$ cat src/orient_pkg.sv
// Constants and types for the orientation status and configuration block.
// Assumes a register port driven by the device's serial interface logic.
package orient_pkg;
    // ----------------------------------------
    // Register map
    // ----------------------------------------
    localparam logic [7:0] ADDR_ORIENTATION_STATUS = 8'h10;
    localparam logic [7:0] ADDR_ORIENTATION_CONFIG = 8'h11;
    localparam int STAT_FLAG_BIT = 7;
    localparam int STAT_LOCK_BIT = 6;
    localparam int STAT_ORIENT_LSB = 1;
    localparam int STAT_FACING_BIT = 0;
    localparam int CFG_MODE_BIT = 7;
    localparam int CFG_EN_BIT = 6;
    localparam logic CFG_MODE_RESET = 1'b1;
    localparam logic CFG_EN_RESET = 1'b0;
    // Orientation field encoding
    typedef enum logic [1:0] {
        PORTRAIT_UP = 2'b00,
        PORTRAIT_DOWN = 2'b01,
        LANDSCAPE_RIGHT = 2'b10,
        LANDSCAPE_LEFT = 2'b11
    } orient_t;
    // Debounce counter width and axis sample width
    localparam int DBNC_W = 8;
    localparam int AXIS_W = 12;
    // 1.25 g at 1024 counts per g (2 g full scale, 12-bit)
    localparam logic [AXIS_W-1:0] LIMIT_1G25 = 12'h500;
endpackage

$ cat src/orient_debounce.sv
// Debounce counter for orientation candidate changes.
// Assumes one-cycle sample strobes on the same clock.
`timescale 1ns/1ns
module orient_debounce
    import orient_pkg::*;
#(
    parameter int W = DBNC_W
) (
    // Clock and reset
    input wire logic ref_clk,
    input wire logic rst,
    // Control
    input wire logic sample,
    input wire logic restart,
    input wire logic pending,
    input wire logic clear_mode,
    input wire logic [W-1:0] limit,
    // Result
    output logic done
);
    logic [W-1:0] count;

    // ----------------------------------------
    // Counter
    // ----------------------------------------
    // Counts pending samples; lapse behaviour selected by mode
    always_ff @(posedge ref_clk) begin
        if (rst || restart) begin
            count <= '0;
        end else if (sample) begin
            if (pending) begin
                if (count != limit) begin
                    count <= W'(count + 1'b1);
                end
            end else if (clear_mode) begin
                count <= '0;
            end else if (count != '0) begin
                count <= W'(count - 1'b1);
            end
        end
    end

    // Done once the pending condition has lasted the full count
    assign done = sample && pending && (count >= limit);
endmodule

$ cat src/orientation_status_config.sv
// Orientation status and configuration registers with detection logic.
// Holds the status and configuration bytes, the candidate decision and the change flag.
// Assumes axis samples, strobes and mode levels come from on-chip logic on ref_clk.
// Assumes axis samples are two's complement at 1024 counts per g; other scales need a new limit.
// Assumes the serial interface pulses each register strobe for exactly one cycle.
`timescale 1ns/1ns
module orientation_status_config
    import orient_pkg::*;
#(
    parameter int AW = AXIS_W
) (
    // Clock and reset
    input wire logic ref_clk,
    input wire logic rst,
    // Register port
    input wire logic reg_rd,
    input wire logic reg_wr,
    input wire logic [7:0] reg_addr,
    input wire logic [7:0] reg_wdata,
    output logic [7:0] reg_rdata,
    // Sample stream and system state
    input wire logic sample_strobe,
    input wire logic active_mode,
    input wire logic sleep_mode,
    input wire logic [AW-1:0] accel_x,
    input wire logic [AW-1:0] accel_y,
    input wire logic [AW-1:0] accel_z,
    input wire logic ztilt_trip,
    input wire logic [DBNC_W-1:0] debounce_count,
    // Interrupt path
    input wire logic orient_irq_enable,
    output logic orient_irq_source
);
    logic orient_change_flag;
    logic ztilt_lockout;
    orient_t orient_field;
    logic facing_bit;
    logic debounce_mode;
    logic orient_detect_enable;
    logic was_active;
    logic first_pending;
    logic last_sleep;
    logic eval;
    logic over_limit;
    logic pending;
    logic done;
    logic status_read;
    orient_t cand_orient;
    logic cand_facing;
    logic next_change;
    logic sleep_edge;
    logic config_write;
    logic [AW-1:0] axis_raw [3];
    logic [AW-1:0] axis_mag [3];
    logic [2:0] axis_over;

    // Absolute value of a signed axis sample
    function automatic logic [AW-1:0] mag(input logic [AW-1:0] v);
        mag = v[AW-1] ? AW'(~v + 1'b1) : v;
    endfunction

    // Register strobe aimed at one address; shared by the read and write decodes
    function automatic logic hit(input logic strobe, input logic [7:0] addr, input logic [7:0] target);
        hit = strobe && (addr == target);
    endfunction

    // Status byte layout; bits 5:3 stay zero
    function automatic logic [7:0] pack_status(input logic flag, input logic lock, input orient_t orient,
        input logic facing);
        pack_status = 8'h00;
        pack_status[STAT_FLAG_BIT] = flag;
        pack_status[STAT_LOCK_BIT] = lock;
        pack_status[STAT_ORIENT_LSB +: 2] = orient;
        pack_status[STAT_FACING_BIT] = facing;
    endfunction

    // ----------------------------------------
    // Axis magnitudes
    // ----------------------------------------
    // Axes as an indexed set: 0 is X, 1 is Y, 2 is Z
    assign axis_raw[0] = accel_x;
    assign axis_raw[1] = accel_y;
    assign axis_raw[2] = accel_z;

    // One magnitude and one strict 1.25 g compare per axis
    // The most negative code negates to itself and still counts as over the limit
    generate
        for (genvar i = 0; i < 3; i++) begin : g_axis
            assign axis_mag[i] = mag(axis_raw[i]);
            assign axis_over[i] = axis_mag[i] > LIMIT_1G25;
        end
    endgenerate

    // ----------------------------------------
    // Candidate orientation
    // ----------------------------------------
    // Dominant horizontal axis picks portrait or landscape; Z sign picks facing
    always_comb begin
        if (axis_mag[1] >= axis_mag[0]) begin
            cand_orient = accel_y[AW-1] ? PORTRAIT_DOWN : PORTRAIT_UP;
        end else begin
            cand_orient = accel_x[AW-1] ? LANDSCAPE_LEFT : LANDSCAPE_RIGHT;
        end
        cand_facing = accel_z[AW-1];
    end

    // Any axis beyond 1.25 g freezes the result
    assign over_limit = |axis_over;
    assign eval = sample_strobe && active_mode && orient_detect_enable && !over_limit;
    assign pending = (cand_orient != orient_field) || (cand_facing != facing_bit)
        || (ztilt_trip != ztilt_lockout);
    assign status_read = hit(reg_rd, reg_addr, ADDR_ORIENTATION_STATUS);
    assign config_write = hit(reg_wr, reg_addr, ADDR_ORIENTATION_CONFIG);
    // Either direction of a wake/sleep change restarts the debounce count
    assign sleep_edge = sleep_mode != last_sleep;

    // ----------------------------------------
    // Debounce
    // ----------------------------------------
    // The count rests at its limit after a change; the next matching sample lapses it
    orient_debounce #(
        .W(DBNC_W)
    ) u_debounce (
        .ref_clk(ref_clk),
        .rst(rst),
        .sample(eval),
        .restart(sleep_edge),
        .pending(pending),
        .clear_mode(debounce_mode),
        .limit(debounce_count),
        .done(done)
    );

    // Mode tracking for wake/sleep edges and standby-to-active entry
    always_ff @(posedge ref_clk) begin
        if (rst) begin
            last_sleep <= 1'b0;
            was_active <= 1'b0;
        end else begin
            last_sleep <= sleep_mode;
            was_active <= active_mode;
        end
    end

    // First evaluated sample after activation raises the flag even with no change
    // Entry wins over a same-cycle sample, so that sample leaves the request armed
    always_ff @(posedge ref_clk) begin
        if (rst) begin
            first_pending <= 1'b0;
        end else if (active_mode && !was_active) begin
            first_pending <= 1'b1;
        end else if (eval) begin
            first_pending <= 1'b0;
        end
    end

    // ----------------------------------------
    // Result fields
    // ----------------------------------------
    // Fields update regardless of the change flag state
    // Over 1.25 g no sample is evaluated, so the held result needs no extra gate
    always_ff @(posedge ref_clk) begin
        if (rst) begin
            orient_field <= PORTRAIT_UP;
            facing_bit <= 1'b0;
            ztilt_lockout <= 1'b0;
        end else if (done) begin
            orient_field <= cand_orient;
            facing_bit <= cand_facing;
            ztilt_lockout <= ztilt_trip;
        end
    end

    // Change flag: a new event in the read cycle wins over the clear
    // The interrupt source follows this flag and falls on the same edge
    assign next_change = done || (eval && first_pending);
    always_ff @(posedge ref_clk) begin
        if (rst) begin
            orient_change_flag <= 1'b0;
        end else if (next_change) begin
            orient_change_flag <= 1'b1;
        end else if (status_read) begin
            orient_change_flag <= 1'b0;
        end
    end

    // ----------------------------------------
    // Configuration register
    // ----------------------------------------
    // Host writes land on the edge that takes the strobe
    // Writes to the status address fall through and are ignored
    always_ff @(posedge ref_clk) begin
        if (rst) begin
            debounce_mode <= CFG_MODE_RESET;
            orient_detect_enable <= CFG_EN_RESET;
        end else if (config_write) begin
            debounce_mode <= reg_wdata[CFG_MODE_BIT];
            orient_detect_enable <= reg_wdata[CFG_EN_BIT];
        end
    end

    // ----------------------------------------
    // Read data
    // ----------------------------------------
    // Registered so the data output comes from flip-flops
    // Unmapped addresses read as zero
    always_ff @(posedge ref_clk) begin
        if (rst) begin
            reg_rdata <= 8'h00;
        end else if (reg_rd) begin
            reg_rdata <= 8'h00;
            if (reg_addr == ADDR_ORIENTATION_STATUS) begin
                reg_rdata <= pack_status(orient_change_flag, ztilt_lockout, orient_field, facing_bit);
            end else if (reg_addr == ADDR_ORIENTATION_CONFIG) begin
                reg_rdata[CFG_MODE_BIT] <= debounce_mode;
                reg_rdata[CFG_EN_BIT] <= orient_detect_enable;
            end
        end
    end

    // Source bit follows the flag, so a status read drops it
    assign orient_irq_source = orient_change_flag && orient_irq_enable;
endmodule

$ cat config.mk
export PLATFORM = sky130hd
export DESIGN_NAME = orientation_status_config
export DESIGN_NICKNAME = d
export VERILOG_FILES = /design/src/orient_pkg.sv /design/src/orient_debounce.sv /design/src/orientation_status_config.sv
export SDC_FILE = /design/constraint.sdc
export NUM_CORES = 1
export LEC_CHECK = 0
export BUFFER_PORTS_ARGS = -buffer_cell sky130_fd_sc_hd__buf_2
export CELL_PAD_IN_SITES_DETAIL_PLACEMENT = 0
export CELL_PAD_IN_SITES_GLOBAL_PLACEMENT = 1
export CORE_AREA = 3 3 106 88
export CTS_BUF_LIST = sky130_fd_sc_hd__clkbuf_4
export DETAILED_ROUTE_END_ITERATION = 7
export DIE_AREA = 0 0 109 91
export PLACE_DENSITY_LB_ADDON = 0.05
export SYNTH_ARGS = -nofsm -noshare
export SYNTH_HDL_FRONTEND = slang
export SYNTH_SLANG_ARGS = --single-unit
$ cat constraint.sdc
create_clock -name ref_clk -period 4.67 [get_ports ref_clk]
set_input_delay 0.467 -clock ref_clk [delete_from_list [all_inputs] [get_ports ref_clk]]
set_output_delay 0.467 -clock ref_clk [all_outputs]
set_load 0.01 [all_outputs]
### After elaboration in Yosys (flattened, before gate mapping)

Cells that the tools add are included.

* $add $sub $neg: 5
* order comparisons: 5
* equal/unequal tests: 8
* multiplexer cells: 17
* bitwise gates (word level): 3
* reduce and logical (&&, ||, !) cells: 22

Operators with widths (number)
* $add A12 B1 Y12 const B: 3
* $gt A12 B11 Y1 const B: 3
* $mux W12: 3
* $not A12 Y12: 3
* $mux W8: 4
* $eq A8 B5 Y1 const B: 2
* $ge A12 B12 Y1: 1
* $logic_and A1 B1 Y1: 10
* $add A8 B1 Y8 const B: 1
* $ge A8 B8 Y1: 1
* $ne A8 B8 Y1: 1
* $reduce_bool A8 Y1: 1
* $sub A8 B1 Y8 const B: 1
* $mux W1: 6
* $mux W2: 3
* $logic_or A1 B1 Y1: 4
* $reduce_bool A2 Y1: 2
* $mux W3: 1
* $ne A1 B1 Y1: 3
* $reduce_and A3 Y1: 1
* $reduce_bool A3 Y1: 1
* $reduce_or A3 Y1: 1
* $logic_not A1 Y1: 2
* $ne A2 B2 Y1: 1
* $ne A2 B2 Y1 const B: 1

* register bits after elaboration: 26
* input bits: 69
* output and inout port bits: 9
* word-level logic and storage cells: 71

### Logic depth before layout (Yosys ltp)

* depth in word-level cells: 12
* gate-level depth with buffers: 18
* gate-level depth less buffers: 15

### By module

A second synthesis with hierarchy kept.

* cells, all modules: 354
* area, all modules: 2762.6 um2

By module, submodules not included
* orientation_status_config: instances 1, cells an instance 235, area an instance 1829.3 um2, seq. area each 300.3 um2
* orient_debounce: instances 1, cells an instance 119, area an instance 933.4 um2, seq. area each 160.2 um2

### Worst setup path after synthesis

Ideal clock, no wire load.

* kind: input-to-reg
* from: input accel_x[1]
* to: register u_debounce.count[5]
* setup time: 74 ps
* data arrival time: 4267 ps
* data required time: 4596 ps
* path slack: 329 ps
* stages: 17
* path buffers: 2
* cell sequence: buf_6 -> inv_1 -> ha_1 -> or3b_2 -> clkbuf_1 -> o41ai_1 -> xor2_1 -> ha_1 -> o211ai_1 -> nor2_1 -> a221oi_1 -> maj3_2 -> o211a_4 -> o21a_1 -> or2b_1 -> or4_1 -> a31oi_1

* longest elaborated chain between the ends: 10

RTL lines
* start: declaration: line orientation_status_config.sv:25 `input wire logic [AW-1:0] accel_x,`
* $not A12 Y12: line orientation_status_config.sv:59 `mag = v[AW-1] ? AW'(~v + 1'b1) : v;`
* $add A12 B1 Y12: line orientation_status_config.sv:59
* $mux W12 (*): line orientation_status_config.sv:59
* $ge A12 B12 Y1: line orientation_status_config.sv:99 `if (axis_mag[1] >= axis_mag[0]) begin`
* $mux W2: line orientation_status_config.sv:99
* $ne A2 B2 Y1: line orientation_status_config.sv:110 `assign pending = (cand_orient != orient_field) || (cand_facing != facing_bit)`
* $logic_or A1 B1 Y1: line orientation_status_config.sv:110
* $logic_or A1 B1 Y1: line orientation_status_config.sv:111 `|| (ztilt_trip != ztilt_lockout);`
* $ne A2 B2 Y1 (no line) / $reduce_bool A3 Y1 (equally long branches)
* $reduce_and A3 Y1 (no line)
* end signal: assignment: line orient_debounce.sv:33 `count <= W'(count + 1'b1);`
* end signal: assignment: line orient_debounce.sv:38 `count <= W'(count - 1'b1);`
* end: declaration: line orient_debounce.sv:21 `logic [W-1:0] count;`

Every way passes the cells marked *; elsewhere a longest branch is shown, timed or not.
A chain may end at the register's enable or synchronous reset.

### Final worst setup path

* from: input accel_x[0]
* to: register u_debounce.count[5]

Same word-level chain as after synthesis.

==> qor.csv <==
metric,value,unit
hold_class,in2reg,
cp_slowest_cell,or3b_2,
final_cell_mix,"buf_2, nor2_1, o21ai_0, ha_1, inv_1",
cp.required,4.92,ns
status,"finished, final reports clean",
post_dp_cell_area,0.00331,mm²
insertion_delay,0.31,ns
power_density,145,mW/mm²
drive_above_1_share,0.236,
synthesis.area,0.00287,mm²
grt_pass1_vias,2578,
crit_chain,buf_2 -> inv_1 -> ha_1 -> or3b_2 -> o41ai_1 -> xor2_1 -> ha_1 -> o211ai_1 -> nor2_1 -> a221oi_1 -> buf_4 -> maj3_2 -> o211a_4 -> o21a_1 -> or2b_1 -> or4_1 -> a31oi_1,
arrival,4.50,ns
async_flop_share,0,
p_leak,1.41,nW
antenna_found_initial,0,
slowest_delay,0.49,ns
wire_per_inst,14.1,µm
post_cts_buffers,0,
synth-warning-count,0,
ys_ff_latch,23,
ys.flop_type,dfxtp_1,
worst-slew-pin-transition,0.655,ns
final_antenna_net_count,0,
hpwl,6.22,mm
die_h,91,µm
critPathTopFamily,compound AO/OA/AOI/OAI gates,
first_pass_iters,6,
fmax,235,MHz
rsz0062_at_grt,no,
drv_slew,0,
cts-root-buf,clkbuf_4,
critPathKind,in2reg,
syn_area_per_cell,7.66,µm²
postLayoutCoreUtil,0.399,
ff_latch_area,460,µm²
grt_pass1_wl,12.7,mm
fin_crit_sh,0.910,
cp.depth,17,
syn_to_final_growth,16.2,%
layout_commonest_cell,buf_2,
cts_buffers,3,
gp_congestion,0.858,
gr-usage-all-layers,0.154,
htree_levels,1,
reg2reg_depth,10,
clock_path_buffers,2,
cts_tree,built,
ir_drop,0.0000822,V
portBuffers,68,
num_vias,2928,
ys_seq_area_frac,0.160,
fp-row-count,30,
cts_num_sinks,23,
hold_violations,0,
insertedDiodeCount,0,
multiInputGateArea,0.00220,mm²
endpoint_kind,register,
synth_cells,375,
coreArea,0.00837,mm²
grt_max_degree,21,
grt-ovfl-total,0,
ctsResizeCount,0,
die_area,0.00992,mm²
maxCapViolCount,0,
drt-total-wl,7.74,mm
max_slew_margin,0.560,
min_period,4.25,ns
fp.dieW,109,µm
path_clk_slew,0.14,ns
finClkSkew,0.00310,ns
io_pins,78,
setup_viol,0,
drc_errors,0,
fin_tns_setup,0,ns
via_per_inst,5.34,
initial_core_util,0.343,
postCtsHoldBufs,0,
hold_depth,2,
cp_common_cell,ha_1,
path_max_fanout,7,
worst_setup_path_start_kind,input port,
drt_iter0_drc,130,
synth-edff-count,0,
fin_nets,531,
synth_cell_type_count,66,
crit_buf_inv,3,
nFillCells,908,
stdcell_area,0.00334,mm²
-- synth_stat cells (5+ instances only) --
cell,instances,share of area
clkbuf_1,11,0.014
nor2b_1,9,0.020
o21ai_0,27,0.047
buf_4,8,0.021
nor2_1,28,0.037
a211oi_1,7,0.018
nand4_1,8,0.017
o31ai_1,6,0.016
a31oi_1,9,0.020
o41ai_1,5,0.015
nor3_1,8,0.014
and3_1,7,0.015
mux2i_1,7,0.024
a21oi_1,16,0.028
inv_1,24,0.031
nand2b_1,8,0.017
xor2_1,15,0.046
ha_1,25,0.11
nand3_1,13,0.023
or4_1,6,0.016
dfxtp_1,23,0.16
or2_2,6,0.013
xnor2_1,13,0.040
nand2_1,18,0.024
-- through the flow --
step | instances | total power [mW] | worst slack [ns] | hold WS [ns]
2_1_floorplan | 377 | 0.325 | 0.329 | 0.440
3_3_place_gp | 544 | 0.390 | 0.130 | 0.455
3_5_place_dp | 544 | 0.390 | 0.117 | 0.457
4_1_cts | 548 | 0.492 | 0.442 | 0.327
5_1_grt | 548 | 0.525 | 0.114 | 0.316
6_report | 548 | 0.483 | 0.421 | 0.345
-- layer usage --
metal	vias to the layer above	global-route usage	wire length [µm]
li1	1511	-	-
met1	1331	0.246	4060
met2	84	0.218	3140
met3	2	0.0227	511
met4	0	0.0189	25
met5	-	0	0
-- power by group --
group          internal (mW)  switching, mW  leakage, nW  total (mW)
Combinational         0.0829          0.105         1.21       0.188
Sequential             0.198       0.000643        0.186       0.198
Clock                 0.0326         0.0634       0.0139      0.0960
-- logic make-up (layout without fill, tap and decap cells) --
group           after synthesis  after routing  share of synthesized area
fa+ha+maj                    26             26                      0.113
buf+inv                      47            106                     0.0758
other cells                   1              3                    0.00130
xor+xnor                     28             28                     0.0853
flops                        23             23                      0.160
mux                          10             10                     0.0361
compound gates              103            103                      0.260
simple gates                137            137                      0.268
-- area by class of cell --
class                      instances  share of cell area
clock buffer                       3             0.00674
sequential                        23               0.138
timing repair buffer              78               0.124
inverter                          24              0.0270
multi-input combinational        307               0.660
clock inverter                     1             0.00225
tap                              112              0.0420
-- worst paths after layout --
path | start | slack, ns | endpoint
worst max-delay path | accel_x[0] | 0.42 | u_debounce.count[5]$_SDFFE_PP0P_
worst min-delay path | reg_wdata[7] | 0.34 | debounce_mode$_SDFFE_PP1P_
worst max register to register | u_debounce.count[0]$_SDFFE_PP0P_ | 2.23 | orient_change_flag$_SDFFE_PP0P_
worst min register to register | reg_rdata[7]$_SDFFE_PP0P_ | 0.48 | reg_rdata[7]$_SDFFE_PP0P_
-- registers in the layout, summed over array words and instances (netlist names) --
signal,flops
debounce_mode,1
facing_bit,1
first_pending,1
last_sleep,1
orient_change_flag,1
orient_detect_enable,1
orient_field,2
reg_rdata,5
u_debounce.count,8
was_active,1
ztilt_lockout,1
(Power assumes the default switching activity.)
